[config.mk]
export PLATFORM = sky130hd
export DESIGN_NAME = ddp_top
export DESIGN_NICKNAME = d
export VERILOG_FILES = /design/src/pkg/ddp_pkg.sv /design/src/rtl/ddp_sync.sv /design/src/rtl/ddp_top.sv
export VERILOG_INCLUDE_DIRS = /design/src /design/src/pkg
export SDC_FILE = /design/constraint.sdc
export NUM_CORES = 2
export LEC_CHECK = 0
export BUFFER_PORTS_ARGS = -buffer_cell sky130_fd_sc_hd__buf_2
export CORE_UTILIZATION = 40
export DETAILED_ROUTE_END_ITERATION = 16
export SYNTH_ARGS = -nofsm -noshare
export SYNTH_HDL_FRONTEND = slang
export SYNTH_SLANG_ARGS = --single-unit
[constraint.sdc]
create_clock -name clk -period 10.5 [get_ports clk]
set_input_delay 2.1 -clock clk [delete_from_list [all_inputs] [get_ports clk]]
set_output_delay 2.1 -clock clk [all_outputs]
set_load 0.005 [all_outputs]
[src/pkg/ddp_defines.svh]
`ifndef DDP_DEFINES_SVH
`define DDP_DEFINES_SVH
// Overview of operation
// mask low on a lane drops that lane
// mask high on a lane stores that lane
// masking plus CRC: bad CRC writes nothing
// CRC without masking: write even on bad CRC
// lower byte DQ[7:0], upper DQ[15:8], lane masks
// mode_reg_four bit 12 picks write preamble length
// mode_reg_four bit 11 picks read preamble length
// write and read preambles set independently
// two-clock preamble only at 2400 MT/s up
// two-clock read preamble forbids 5-clock column spacing
// two-clock write preamble forbids 5, or 6 with CRC
// primary write latency needs extra clock in two-clock mode; the code adds none, wl comes from mr2 alone
// write latency table per speed and preamble; the code has one table, indexed by mr2 bits 5:3 only
// controller adds one clock to write-to-read, recovery
// training via mode_reg_four bit 10, pattern mode only
// training holds data high, strobe low until pattern read
// postamble is half a clock for reads and writes
// two bank groups of four banks, one group bit
// short column spacing across groups, long within
// short activate spacing across groups, long within
// write-to-read from internal write, short or long
// spacing must meet larger of clocks and time
// masking set by bit 10, not with inversion bit 11
// CRC error sets mode_reg_five bit 3 until cleared
// controller rounds nanosecond spacings up to clocks

`define DDP_OFF_MR0 8'h00
`define DDP_OFF_MR2 8'h04
`define DDP_OFF_MR4 8'h08
`define DDP_OFF_MR5 8'h0C
`define DDP_OFF_PAT 8'h10
`define DDP_OFF_CTRL 8'h14
`define DDP_OFF_STAT 8'h18

`define DDP_MR0_RST 14'h00B0
`define DDP_MR2_RST 14'h0000
`define DDP_MR4_RST 14'h0000
`define DDP_MR5_RST 14'h0000
`define DDP_PAT_RST 32'h00000000

`define DDP_MR0_RL_LSB 4
`define DDP_MR2_WL_LSB 3
`define DDP_MR2_CRC_BIT 12
`define DDP_MR4_WPRE_BIT 12
`define DDP_MR4_RPRE_BIT 11
`define DDP_MR4_TRAIN_BIT 10
`define DDP_MR5_DM_BIT 10
`define DDP_MR5_WDBI_BIT 11
`define DDP_MR5_CRCERR_BIT 3
`define DDP_CTRL_PMODE_BIT 0

`define DDP_WL_TABLE {5'h14, 5'h12, 5'h10, 5'h0E, 5'h0C, 5'h0B, 5'h0A, 5'h09}

`define DDP_CLK_NS 40
`define DDP_TRAINING_SETTLE_TIME_NS 60
`define DDP_TRAINING_SETTLE_TIME_CYC ((`DDP_TRAINING_SETTLE_TIME_NS + `DDP_CLK_NS - 1) / `DDP_CLK_NS)
`endif

[src/pkg/ddp_pkg.sv]
package ddp_pkg;
  typedef enum {DDP_IDLE, DDP_WR, DDP_COMMIT, DDP_RD} ddp_state_t;

  typedef enum logic [1:0] {
    DDP_NOP = 2'h0,
    DDP_WRITE = 2'h1,
    DDP_READ = 2'h2
  } ddp_cmd_t;

  typedef struct packed {
    logic ck;
    ddp_cmd_t cmd;
    logic bank_group_bit;
    logic [1:0] bank;
    logic [15:0] dq;
    logic upper_lane_mask;
    logic lower_lane_mask;
  } ddp_link_in_t;

  typedef struct packed {
    logic [15:0] dq;
    logic dq_oe;
    logic dqs_t;
    logic dqs_c;
    logic dqs_oe;
  } ddp_link_out_t;
endpackage

[src/rtl/ddp_sync.sv]
module ddp_sync #(
  parameter int W = 1
) (
  input wire logic clk,
  input wire logic nrst,
  input wire logic [W-1:0] d,
  output logic [W-1:0] q
);
  logic [W-1:0] s1;
  logic [W-1:0] s2;
  logic [W-1:0] s3;
  logic [W-1:0] next_q;

  // a bit changes only once stages two and three agree
  always_comb begin
    next_q = q;
    for (int i = 0; i < W; i++) begin
      if (s2[i] == s3[i]) begin
        next_q[i] = s2[i];
      end
    end
  end

  always_ff @(posedge clk or negedge nrst) begin
    if (!nrst) begin
      s1 <= '0;
      s2 <= '0;
      s3 <= '0;
      q <= '0;
    end else begin
      s1 <= d;
      s2 <= s1;
      s3 <= s2;
      q <= next_q;
    end
  end
endmodule

[src/rtl/ddp_top.sv]
`include "ddp_defines.svh"

module ddp_top (
  input wire logic clk,
  input wire logic nrst,
  input wire logic wb_cyc_i,
  input wire logic wb_stb_i,
  input wire logic wb_we_i,
  input wire logic [7:0] wb_adr_i,
  input wire logic [3:0] wb_sel_i,
  input wire logic [31:0] wb_dat_i,
  output logic [31:0] wb_dat_o,
  output logic wb_ack_o,
  input wire ddp_pkg::ddp_link_in_t link_in,
  output ddp_pkg::ddp_link_out_t link_out
);
  localparam logic [39:0] WL_TAB = `DDP_WL_TABLE;
  localparam logic [7:0] TRAINING_SETTLE_TIME_CYC = 8'(`DDP_TRAINING_SETTLE_TIME_CYC);

  ddp_pkg::ddp_link_in_t link_s;
  logic ck_prev;
  logic rise;
  logic fall;
  logic edge_seen;

  logic [13:0] mr0;
  logic [13:0] mr2;
  logic [13:0] mr4;
  logic [13:0] mr5;
  logic [31:0] pat;
  logic pmode;
  logic [13:0] next_mr0;
  logic [13:0] next_mr2;
  logic [13:0] next_mr4;
  logic [13:0] next_mr5;
  logic [31:0] next_pat;
  logic next_pmode;
  logic [31:0] next_dat_o;
  logic next_ack;
  logic [31:0] rd_val;
  logic [31:0] wr_val;
  logic bus_hit;

  ddp_pkg::ddp_state_t state;
  ddp_pkg::ddp_state_t next_state;
  logic [6:0] cnt;
  logic [6:0] next_cnt;
  logic [6:0] cnt_n;
  logic [2:0] bank;
  logic [2:0] next_bank;
  logic [1:0] psel;
  logic [1:0] next_psel;
  logic prd;
  logic next_prd;
  logic [127:0] wbuf;
  logic [127:0] next_wbuf;
  logic [15:0] mbuf;
  logic [15:0] next_mbuf;
  logic [15:0] rxcrc;
  logic [15:0] next_rxcrc;
  logic [127:0] mem [8];
  logic [127:0] next_mem [8];
  logic [127:0] merged;
  ddp_pkg::ddp_link_out_t next_out;
  logic crc_fail;
  logic next_crc_fail;
  logic wgate;
  logic next_wgate;
  logic [7:0] tcnt;
  logic [7:0] next_tcnt;
  logic tready;
  logic next_tready;

  logic [4:0] wl;
  logic [4:0] rl;
  logic [7:0] wpre_edges;
  logic [7:0] rpre_edges;
  logic crc_en;
  logic dm_en;
  logic train_on;

  ddp_sync #(.W($bits(ddp_pkg::ddp_link_in_t))) ddp_sync_i (
    .clk(clk),
    .nrst(nrst),
    .d(link_in),
    .q(link_s)
  );

  // link clock is only sampled; its edges pace the write and read bursts
  assign rise = link_s.ck & ~ck_prev;
  assign fall = ~link_s.ck & ck_prev;
  assign edge_seen = rise | fall;

  assign wl = WL_TAB[5*mr2[`DDP_MR2_WL_LSB +: 3] +: 5];
  assign rl = mr0[`DDP_MR0_RL_LSB +: 5];
  assign wpre_edges = mr4[`DDP_MR4_WPRE_BIT] ? 8'h04 : 8'h02;
  assign rpre_edges = mr4[`DDP_MR4_RPRE_BIT] ? 8'h04 : 8'h02;
  assign crc_en = mr2[`DDP_MR2_CRC_BIT];
  // masking is ignored if inversion is also set
  assign dm_en = mr5[`DDP_MR5_DM_BIT] & ~mr5[`DDP_MR5_WDBI_BIT];
  assign train_on = mr4[`DDP_MR4_TRAIN_BIT] & pmode;
  assign bus_hit = wb_cyc_i & wb_stb_i & ~wb_ack_o;

  // per lane slot: slot k is transfer k/2, lane k%2
  genvar k;
  generate
    for (k = 0; k < 16; k++) begin : g_lane
      assign merged[8*k +: 8] = (dm_en && !mbuf[k]) ?
        mem[bank][8*k +: 8] : wbuf[8*k +: 8];
    end
  endgenerate

  always_comb begin
    rd_val = 32'h00000000;
    case (wb_adr_i)
      `DDP_OFF_MR0: rd_val = {18'h00000, mr0};
      `DDP_OFF_MR2: rd_val = {18'h00000, mr2};
      `DDP_OFF_MR4: rd_val = {18'h00000, mr4};
      `DDP_OFF_MR5: rd_val = {18'h00000, mr5};
      `DDP_OFF_PAT: rd_val = pat;
      `DDP_OFF_CTRL: rd_val = {31'h00000000, pmode};
      `DDP_OFF_STAT: rd_val = {28'h0000000, state != ddp_pkg::DDP_IDLE,
                               tready, wgate, dm_en};
      default: rd_val = 32'h00000000;
    endcase
    for (int b = 0; b < 4; b++) begin
      wr_val[8*b +: 8] = wb_sel_i[b] ? wb_dat_i[8*b +: 8] : rd_val[8*b +: 8];
    end
  end

  always_comb begin
    next_mr0 = mr0;
    next_mr2 = mr2;
    next_mr4 = mr4;
    next_mr5 = mr5;
    next_pat = pat;
    next_pmode = pmode;
    next_ack = bus_hit;
    next_dat_o = wb_dat_o;
    if (bus_hit && !wb_we_i) begin
      next_dat_o = rd_val;
    end
    if (bus_hit && wb_we_i) begin
      case (wb_adr_i)
        `DDP_OFF_MR0: next_mr0 = wr_val[13:0];
        `DDP_OFF_MR2: next_mr2 = wr_val[13:0];
        `DDP_OFF_MR4: next_mr4 = wr_val[13:0];
        `DDP_OFF_MR5: next_mr5 = wr_val[13:0];
        `DDP_OFF_PAT: next_pat = wr_val;
        `DDP_OFF_CTRL: next_pmode = wr_val[`DDP_CTRL_PMODE_BIT];
        default: next_pmode = pmode;
      endcase
    end
    // hardware set wins over a clearing write in the same cycle
    if (crc_fail) begin
      next_mr5[`DDP_MR5_CRCERR_BIT] = 1'b1;
    end
  end

  always_ff @(posedge clk or negedge nrst) begin
    if (!nrst) begin
      mr0 <= `DDP_MR0_RST;
      mr2 <= `DDP_MR2_RST;
      mr4 <= `DDP_MR4_RST;
      mr5 <= `DDP_MR5_RST;
      pat <= `DDP_PAT_RST;
      pmode <= 1'b0;
      wb_ack_o <= 1'b0;
      wb_dat_o <= 32'h00000000;
    end else begin
      mr0 <= next_mr0;
      mr2 <= next_mr2;
      mr4 <= next_mr4;
      mr5 <= next_mr5;
      pat <= next_pat;
      pmode <= next_pmode;
      wb_ack_o <= next_ack;
      wb_dat_o <= next_dat_o;
    end
  end

  always_comb begin
    logic signed [7:0] pos;
    logic [15:0] fold;
    logic [7:0] pbyte;
    pos = 8'sh00;
    fold = 16'h0000;
    pbyte = pat[8*psel +: 8];
    next_state = state;
    next_cnt = cnt;
    next_bank = bank;
    next_psel = psel;
    next_prd = prd;
    next_wbuf = wbuf;
    next_mbuf = mbuf;
    next_rxcrc = rxcrc;
    next_mem = mem;
    next_out = link_out;
    next_crc_fail = 1'b0;
    next_wgate = wgate;
    cnt_n = cnt + 7'h01;
    for (int t = 0; t < 8; t++) begin
      fold = fold ^ wbuf[16*t +: 16];
    end
    // settle timer, then data held high, strobe low until a pattern read
    next_tcnt = 8'h00;
    next_tready = 1'b0;
    if (train_on) begin
      next_tcnt = (tcnt == TRAINING_SETTLE_TIME_CYC) ? tcnt : tcnt + 8'h01;
      next_tready = (tcnt == TRAINING_SETTLE_TIME_CYC);
    end
    case (state)
      ddp_pkg::DDP_IDLE: begin
        next_out = '0;
        if (tready) begin
          next_out.dq = 16'hFFFF;
          next_out.dq_oe = 1'b1;
          next_out.dqs_c = 1'b1;
          next_out.dqs_oe = 1'b1;
        end
        if (rise && link_s.cmd == ddp_pkg::DDP_WRITE) begin
          next_state = ddp_pkg::DDP_WR;
          next_cnt = 7'h00;
          next_bank = {link_s.bank_group_bit, link_s.bank};
          next_wgate = 1'b0;
        end else if (rise && link_s.cmd == ddp_pkg::DDP_READ) begin
          next_state = ddp_pkg::DDP_RD;
          next_cnt = 7'h00;
          next_bank = {link_s.bank_group_bit, link_s.bank};
          next_psel = link_s.bank;
          next_prd = pmode;
        end
      end
      ddp_pkg::DDP_WR: begin
        if (edge_seen) begin
          next_cnt = cnt_n;
          pos = $signed({1'b0, cnt_n}) - $signed({2'b00, wl, 1'b0});
          // receiver opens at the start of the selected preamble
          if (pos >= -$signed(wpre_edges)) begin
            next_wgate = 1'b1;
          end
          if (pos >= 8'sh00 && pos <= 8'sh07) begin
            next_wbuf[16*pos[2:0] +: 16] = link_s.dq;
            next_mbuf[2*pos[2:0]] = link_s.lower_lane_mask;
            next_mbuf[2*pos[2:0]+1] = link_s.upper_lane_mask;
          end
          if (pos == 8'sh08) begin
            next_rxcrc = link_s.dq;
          end
          if (pos == (crc_en ? 8'sh09 : 8'sh07)) begin
            next_state = ddp_pkg::DDP_COMMIT;
          end
        end
      end
      ddp_pkg::DDP_COMMIT: begin
        next_state = ddp_pkg::DDP_IDLE;
        next_wgate = 1'b0;
        if (crc_en && rxcrc != fold) begin
          next_crc_fail = 1'b1;
          if (!dm_en) begin
            next_mem[bank] = merged;
          end
          // masking on: nothing of the burst lands
        end else begin
          next_mem[bank] = merged;
        end
      end
      ddp_pkg::DDP_RD: begin
        if (edge_seen) begin
          next_cnt = cnt_n;
          pos = $signed({1'b0, cnt_n}) - $signed({2'b00, rl, 1'b0});
          if (pos < 8'sh00 && pos >= -$signed(rpre_edges)) begin
            next_out = '0;
            next_out.dqs_c = 1'b1;
            next_out.dqs_oe = 1'b1;
          end else if (pos >= 8'sh00 && pos <= 8'sh07) begin
            next_out.dq = prd ? {16{pbyte[pos[2:0]]}} :
              mem[bank][16*pos[2:0] +: 16];
            next_out.dq_oe = 1'b1;
            next_out.dqs_t = ~pos[0];
            next_out.dqs_c = pos[0];
            next_out.dqs_oe = 1'b1;
          end else if (pos == 8'sh08) begin
            next_out.dq_oe = 1'b0;
            next_out.dqs_t = 1'b0;
            next_out.dqs_c = 1'b1;
          end else if (pos == 8'sh09) begin
            next_out = '0;
            next_state = ddp_pkg::DDP_IDLE;
          end
        end
      end
      default: next_state = ddp_pkg::DDP_IDLE;
    endcase
  end

  always_ff @(posedge clk or negedge nrst) begin
    if (!nrst) begin
      ck_prev <= 1'b0;
      state <= ddp_pkg::DDP_IDLE;
      cnt <= 7'h00;
      bank <= 3'h0;
      psel <= 2'h0;
      prd <= 1'b0;
      wbuf <= '0;
      mbuf <= 16'h0000;
      rxcrc <= 16'h0000;
      for (int i = 0; i < 8; i++) begin
        mem[i] <= '0;
      end
      link_out <= '0;
      crc_fail <= 1'b0;
      wgate <= 1'b0;
      tcnt <= 8'h00;
      tready <= 1'b0;
    end else begin
      ck_prev <= link_s.ck;
      state <= next_state;
      cnt <= next_cnt;
      bank <= next_bank;
      psel <= next_psel;
      prd <= next_prd;
      wbuf <= next_wbuf;
      mbuf <= next_mbuf;
      rxcrc <= next_rxcrc;
      mem <= next_mem;
      link_out <= next_out;
      crc_fail <= next_crc_fail;
      wgate <= next_wgate;
      tcnt <= next_tcnt;
      tready <= next_tready;
    end
  end
endmodule

Word level (Yosys, flattened, before mapping)
Index checks and enable logic that the tools add are counted.

storage, ports and cells
  bits in registers = 1479
  output and inout port bits = 53
  word-level logic and storage cells = 319
  input bits = 73

operators by class
  $mul = 1
  shifts and indexed selects = 5
  eq/ne operators = 57
  reductions and logical operators = 71
  add/sub/neg operators = 8
  multiplexer cells = 80
  bitwise logic cells = 21
  $lt $le $gt $ge = 14

operators with widths
  kind                                                                          count
  1024-bit 2-to-1 mux                                                           2
  1024-bit bitwise mux                                                          1
  128-bit binary-select mux with 3-bit select                                   1
  128-bit demux with 3-bit select                                               1
  128-bit 2-to-1 mux                                                            3
  32-bit 2-to-1 mux                                                             9
  32-bit one-hot mux with 7 select lines                                        1
  8-bit 2-to-1 mux                                                              22
  128-bit bitwise mux                                                           1
  16-bit by 34-bit variable shift with 128-bit output, first input constant     1
  128-bit by 8-bit variable part select with 16-bit output                      1
  16-bit by 34-bit variable part select with 128-bit output                     1
  16-bit XOR                                                                    7
  32-bit one-hot mux with 3 select lines                                        1
  20-bit 2-to-1 mux                                                             4
  32-bit by 2-bit equality test with 1-bit output, second input constant        2
  8-bit by 5-bit equality test with 1-bit output, second input constant         6
  20-bit one-hot mux with 2 select lines                                        1
  40-bit by 7-bit variable part select with 5-bit output, first input constant  1
  7-bit negator with 34-bit output                                              1
  16-bit bitwise mux                                                            2
  32-bit by 1-bit equality test with 1-bit output, second input constant        1
  32-bit zero test                                                              1
  16-bit 2-to-1 mux                                                             2
  57 further kinds                                                              184

Depth between registers and ports, before layout
  depth after elaboration = 11
  depth in mapped cells = 16
  mapped depth without buffers = 13

Hierarchy
A second synthesis with hierarchy kept.

unflattened totals
  cell total of the unflattened synthesis = 6177
  area total of the unflattened synthesis = 64918.5 um2

by module, submodules not included
  module    cells an instance  times used  area an instance (um2)  sequential area each (um2)
  ddp_top   6057               1           62245.9                 33861.2
  ddp_sync  120                1           2672.6                  2402.3

Worst setup path after synthesis
OpenSTA, ideal clock, no wires.

  kind = in2reg
  start point = in wb_adr_i[1]
  end point = reg pat[16]
  required time = 10375 ps
  data arrival time = 3873 ps
  stages on the path = 7
  path buffers = 1
  setup slack = 6502 ps
  library setup time = 125 ps
  cells stage by stage = nor3_1 -> nand3_1 -> nor3_1 -> clkbuf_1 -> and2_0 -> nand2_1 -> mux2_2

between the ends
  word-level cells in the longest chain between the ends = 3
  elaborated cells on any way between the ends = 10
  those cells by class = eq/ne (6); mux (2); reduce/logical (2)

RTL lines
  item                                                                    RTL line        source
  from (decl)                                                             ddp_top.sv:9    input wire logic [7:0] wb_adr_i,
  8-bit by 5-bit equality test with 1-bit output (tied with other cells)  ddp_top.sv:115  case (wb_adr_i)
  32-bit one-hot mux with 7 select lines                                  ddp_top.sv:115
  8-bit 2-to-1 mux                                                        ddp_top.sv:127  wr_val[8*b +: 8] = wb_sel_i[b] ? wb_dat_i[8*b +: 8] : rd_val[8*b +: 8];
  to (signal assigned)                                                    ddp_top.sv:166  pat <= `DDP_PAT_RST;
  to (signal assigned)                                                    ddp_top.sv:175  pat <= next_pat;
  to (decl)                                                               ddp_top.sv:30   logic [31:0] pat;

Several ways; a longest one is shown, not always the timed one.
A chain may end at the register's enable or synchronous reset.

Final worst setup path
  start point = reg wbuf[62]
  end point = reg mem[499] (netlist bit)

between the ends
  word-level cells in the longest chain between the ends = 9
  elaborated cells on any way between the ends = 10
  those cells by class = eq/ne (2); mux (1); bitwise (5); reduce/logical (2)

RTL lines
  item                             RTL line        source
  from (decl)                      ddp_top.sv:55   logic [127:0] wbuf;
  from (signal assigned)           ddp_top.sv:323  wbuf <= next_wbuf;
  16-bit XOR (*) (5 in series)     ddp_top.sv:203  fold = fold ^ wbuf[16*t +: 16];
  16-bit inequality test (*)       ddp_top.sv:258  if (crc_en && rxcrc != fold) begin
  1-bit logical AND (*)            ddp_top.sv:258
  2-bit inequality test (no line)  -
  2-bit AND reduction (no line)    -
  to (signal assigned)             ddp_top.sv:326  mem <= next_mem;
  to (decl)                        ddp_top.sv:61   logic [127:0] mem [8];

Mark *: on every way between the ends. The rest lies on a longest branch, timed or not.

==> flow_summary.html <==
<table>
<tr><th>Metric</th><th>Value</th></tr>
<tr><th colspan="2">GRT</th></tr>
<tr><td>GR Overflow Total</td><td>0</td></tr>
<tr><td>Global-route total usage across every layer</td><td>between 20% and 30%</td></tr>
<tr><td>Initial antenna violation count</td><td>6</td></tr>
<tr><td>Wire length of the first global-routing pass</td><td>313 mm</td></tr>
<tr><td>Number of global-route vias before repair</td><td>between 40000 and 50000</td></tr>
<tr><td>Largest net degree at the start of global routing</td><td>between 150 and 200</td></tr>
<tr><th colspan="2">Final layout</th></tr>
<tr><td>Area delta synth-&gt;final</td><td>11.9%</td></tr>
<tr><td>Multi-input gate area in the final layout</td><td>between 20000 and 30000 um^2</td></tr>
<tr><td>Final net count</td><td>roughly 6000</td></tr>
<tr><td>Fill count</td><td>approximately 15000</td></tr>
<tr><td>Register area</td><td>approximately 36000 um^2</td></tr>
<tr><td>Final cell count without fillers</td><td>between 8000 and 9000</td></tr>
<tr><td>Fraction of final layout cells sized beyond drive strength 1</td><td>18.4%</td></tr>
<tr><th colspan="2">Route</th></tr>
<tr><td>Iteration-0 DRC Markers</td><td>between 4000 and 5000</td></tr>
<tr><td>Total Routed Length</td><td>~210 mm</td></tr>
<tr><td>Via density</td><td>between 5 and 6</td></tr>
<tr><td>DRT Pass-1 Iters</td><td>9</td></tr>
<tr><td>Number of antenna-violating nets in the routed design</td><td>0</td></tr>
<tr><td>Total met2 wirelength after detailed routing</td><td>between 90 and 100 mm</td></tr>
<tr><td>Number of vias in the routed layout</td><td>approximately 47000</td></tr>
<tr><td>Met1 Routed Length</td><td>a little over 90 mm</td></tr>
<tr><td>DR top layer</td><td>met5</td></tr>
<tr><td>Detail-routed net length per standard cell</td><td>about 25 um</td></tr>
<tr><td>Met3 Routed Length</td><td>~16 mm</td></tr>
<tr><td>DR DRC count</td><td>0</td></tr>
<tr><th colspan="2">Die</th></tr>
<tr><td>Core footprint</td><td>161000 um^2</td></tr>
<tr><td>Initial core utilization</td><td>40.4%</td></tr>
<tr><td>Floorplan die width</td><td>405 um</td></tr>
<tr><td>Number of standard-cell rows in the floorplan</td><td>147</td></tr>
<tr><td>Die Ht</td><td>405 um</td></tr>
<tr><td>I/O Pins</td><td>roughly 130</td></tr>
<tr><td>Die Area</td><td>between 150000 and 200000 um^2</td></tr>
<tr><th colspan="2">Worst setup path</th></tr>
<tr><td>Library cell contributing the largest single delay on the critical path</td><td>nor4_1</td></tr>
<tr><td>Critical Path Source Type</td><td>flop</td></tr>
<tr><td>Worst reg2reg path endpoint</td><td>mem[499]$_DFFE_PN0P_</td></tr>
<tr><td>CP Cell Sequence</td><td>xnor2_1 &gt; xnor3_1 &gt; xnor2_1 &gt; nor4_1 &gt; nand4_1 &gt; nand3_1 &gt; nand3_4 &gt; buf_4 &gt; buf_4 &gt; mux2_2</td></tr>
<tr><td>Delay contributed by the slowest stage of the critical path</td><td>approximately 0.68 ns</td></tr>
<tr><td>Critical register-to-register path startpoint</td><td>wbuf[62]$_DFFE_PN0P_</td></tr>
<tr><td>Crit. End Element</td><td>flop</td></tr>
<tr><td>Worst Path Required</td><td>~11 ns</td></tr>
<tr><td>Logic depth of the worst register-to-register path</td><td>10</td></tr>
<tr><td>Endpoint arrival time on the critical path</td><td>approximately 6.0 ns</td></tr>
<tr><td>Setup Crit Path Kind</td><td>reg2reg</td></tr>
<tr><td>Maximum fanout encountered on the critical timing path</td><td>60</td></tr>
<tr><td>R2R Setup Slk</td><td>a little over 5 ns</td></tr>
<tr><th colspan="2">Status</th></tr>
<tr><td>Run status</td><td>finished, final reports clean</td></tr>
<tr><th colspan="2">Place</th></tr>
<tr><td>Placed insts</td><td>slightly below 8000</td></tr>
<tr><td>Setup slack after placement</td><td>5.28 ns</td></tr>
<tr><td>Routability Congestion</td><td>between 0.8 and 0.9</td></tr>
<tr><td>PortBufs</td><td>125</td></tr>
<tr><td>Placed wire-length estimate</td><td>between 100 and 150 mm</td></tr>
<tr><th colspan="2">Logic synthesis</th></tr>
<tr><td>Combined area of all synthesized cells</td><td>roughly 65000 um^2</td></tr>
<tr><td>Flip-flop cell with the highest count after synthesis</td><td>dfrtp_1</td></tr>
<tr><td>Number of flops mapped to enable cells by yosys</td><td>0</td></tr>
<tr><td>Share of flip-flops with an asynchronous set or reset after synthesis</td><td>between 90% and 100%</td></tr>
<tr><td>Distinct cell type count of the synthesized netlist</td><td>slightly above 90</td></tr>
<tr><td>Total of flip-flops plus latches after synthesis</td><td>1449</td></tr>
<tr><td>Post-Syn Instances</td><td>around 6000</td></tr>
<tr><td>Post-synthesis net count</td><td>6077</td></tr>
<tr><td>Sequential area share after synthesis</td><td>a little under three fifths</td></tr>
<tr><td>Avg Synthesized Cell Area</td><td>around 11 um^2</td></tr>
<tr><td>Warning count from the yosys run</td><td>0</td></tr>
<tr><th colspan="2">STA</th></tr>
<tr><td>Accumulated negative setup slack</td><td>0 ns</td></tr>
<tr><td>Final Setup Violations</td><td>0</td></tr>
<tr><td>Period minus WS final</td><td>5.33 ns</td></tr>
<tr><td>Hold violation total from the final report</td><td>0</td></tr>
<tr><td>Setup repair after global routing missed its margin</td><td>no</td></tr>
<tr><td>Max Clock Skew</td><td>roughly 0.04 ns</td></tr>
<tr><td>Ratio of final minimum period to clock period</td><td>approximately half</td></tr>
<tr><td>Achievable clock frequency</td><td>about 190 MHz</td></tr>
<tr><td>Worst-case setup margin in the final layout</td><td>5.17 ns</td></tr>
<tr><td>Worst hold margin</td><td>about 0.34 ns</td></tr>
<tr><td>Max-slew violation count</td><td>0</td></tr>
<tr><td>Pin slew with the least headroom to its limit</td><td>between 1 and 1.5 ns</td></tr>
<tr><td>Worst slew margin relative to its limit</td><td>under 10%</td></tr>
<tr><th colspan="2">Hold path</th></tr>
<tr><td>Worst hold endpoint</td><td>ddp_sync_i.s2[22]$_DFF_PN0_</td></tr>
<tr><td>Origin of the worst min-delay path</td><td>ddp_sync_i.s1[22]$_DFF_PN0_</td></tr>
<tr><td>Hold/Removal Path Class</td><td>reg2reg</td></tr>
<tr><td>Number of cells on the worst hold path</td><td>0</td></tr>
<tr><th colspan="2">Clock tree</th></tr>
<tr><td>CTS H-Tree Depth</td><td>4</td></tr>
<tr><td>Clock sink total</td><td>1449</td></tr>
<tr><td>Clock tree root buffer cell</td><td>clkbuf_16</td></tr>
<tr><td>Total clock buffers created by CTS</td><td>151</td></tr>
<tr><td>Post-CTS Hold Fix Bufs</td><td>0</td></tr>
<tr><td>Clock tree from TritonCTS</td><td>built</td></tr>
<tr><td>Clock-pin slew reported for the worst setup and hold paths after clock tree synthesis</td><td>approximately 0.06 ns</td></tr>
<tr><td>Clock latency of the later-clocked register in the worst-skew pair</td><td>just over 0.8 ns</td></tr>
<tr><td>Post-CTS setup buffer count</td><td>0</td></tr>
<tr><td>Total of cells resized after clock tree synthesis</td><td>0</td></tr>
<tr><td>Buffer depth of the longest clock path</td><td>3</td></tr>
<tr><th colspan="2">Power</th></tr>
<tr><td>Lkg Pwr</td><td>around 33 nW</td></tr>
<tr><td>Peak supply drop</td><td>around 200 uV</td></tr>
<tr><td>Tot Pwr</td><td>15.6 mW</td></tr>
<tr><td>Power density of the placed cells</td><td>~210 nW/um^2</td></tr>
<tr><th colspan="2">Run</th></tr>
<tr><td>Number of max-cap violations</td><td>0</td></tr>
</table>
sequential cells by signal, summed over array words and instances, names as in the netlist, 2 cells and up:
signal         cells
mem             1024
wbuf             128
pat               32
wb_dat_o          32
ddp_sync_i.q      24
ddp_sync_i.s1     24
ddp_sync_i.s2     24
ddp_sync_i.s3     24
link_out          20
mbuf              16
rxcrc             16
mr0               14
mr2               14
mr4               14
mr5               14
tcnt               8
cnt                7
bank               3
psel               2
state              2
cells by family after synthesis:
kind of cell,synth area share [%]
xor gates and xnor gates,2.27
AOI/OAI and AO/OA,13.7
muxes,14.4
and+or+nand+nor,9.88
adders and majority gates,0.942
buffers and inverters,3.03
DFF,55.7
worst max-delay path by stage:
stage / startpoint / to / slack, ns / depth (start not counted)
final: wbuf[62]$_DFFE_PN0P_ / mem[499]$_DFFE_PN0P_ / 5.17 / 10
after global routing: wbuf[118]$_DFFE_PN0P_ / mem[499]$_DFFE_PN0P_ / 5.13 / 10
after CTS: wbuf[118]$_DFFE_PN0P_ / mem[499]$_DFFE_PN0P_ / 5.25 / 10
after detailed placement: wbuf[70]$_DFFE_PN0P_ / mem[476]$_DFFE_PN0P_ / 5.28 / 10
after global placement: wbuf[118]$_DFFE_PN0P_ / mem[499]$_DFFE_PN0P_ / 5.31 / 10
after floorplan: wb_adr_i[1] / pat[16]$_DFFE_PN0P_ / 6.50 / 7
cell usage after synthesis (10+ instances only):
cell,instances,area [um^2]
dfrtp_1,1446,36200
nand2_1,1151,4320
o21ai_0,995,4980
mux2_2,475,5350
clkbuf_1,304,1140
nor2_1,195,732
mux2i_1,174,1740
a21oi_1,144,721
xnor2_1,88,771
a221oi_1,84,736
mux4_2,74,1670
o21ai_1,62,310
a22oi_1,58,435
nand3_1,56,280
and2_1,54,338
inv_1,51,191
buf_2,50,250
mux2_4,40,601
a221o_1,38,380
buf_1,36,135
a222oi_1,30,300
xor2_1,30,263
maj3_1,25,250
ha_1,24,300
nor3_1,18,90.1
and3_1,16,100
buf_4,16,120
o22ai_1,16,100
xnor3_1,16,360
nand4_1,12,75.1
o31ai_1,11,82.6
a211oi_1,10,75.1
a31oi_1,10,62.6
buf_6,10,113
cell usage in the layout (no fill, tap or decap), drive strengths merged, types with 5 or more instances in the layout:
cell type and instances:
clkbuf 219, nand4 14, nor3 21, mux2i 174, and2 55, a22oi 58, mux2 515, a221o 38
xnor3 16, a22o 9, nand2 1151, nor2 198, o21ai 1057, o22ai 16, inv 53, maj3 27
xor2 30, a21oi 146, xnor2 91, and3 16, a221oi 84, nor4 10, buf 237, a211oi 10
bufinv 5, o31ai 11, nor2b 9, a21o 7, o221ai 9, a31oi 10, mux4 74, clkinv 42
nand3 58, dfrtp 1446, o31a 6, ha 24, a222oi 30, o211ai 9, nand2b 8
through the flow:
| step | instance area [um^2] | utilization, % |
|---|---|---|
| after detailed placement | 67800 | 42.2 |
| after global placement | 67800 | 42.2 |
| after global routing | 72800 | 45.2 |
| after CTS | 72800 | 45.2 |
| final | 72800 | 45.2 |
| after floorplan | 65100 | - |
power breakdown:
group          internal, mW  switching, mW  leakage (nW)
clock network          3.01           2.34          2.42
registers              5.73          0.231          20.0
logic                  1.11           3.21          10.5
cell type report:
class / count / share of cell area (%)
flip-flops and latches: 1449 / 49.8
multi-input cells: 4059 / 37.1
clock buffers: 219 / 5.93
well taps: 2160 / 3.71
repair buffers: 237 / 2.29
clock inverters: 51 / 0.863
inverters: 52 / 0.273
diodes: 1 / 0.00344
worst max-delay path: cells and delay by family, from the launching register on:
kind	cells	cell delay (ns)
mux	1	0.37
buf+inv	2	1.07
xor+xnor	3	0.94
simple gates	4	2.31
flops	1	0.40
layer usage:
layer | track usage, % | vias to the layer above
met4 | 10.2 | 2
li1 | - | 21000
met2 | 38.4 | 1885
met5 | 0 | -
met1 | 36.0 | 24100
met3 | 5.01 | 426
Power figures use the tool's default switching activity.
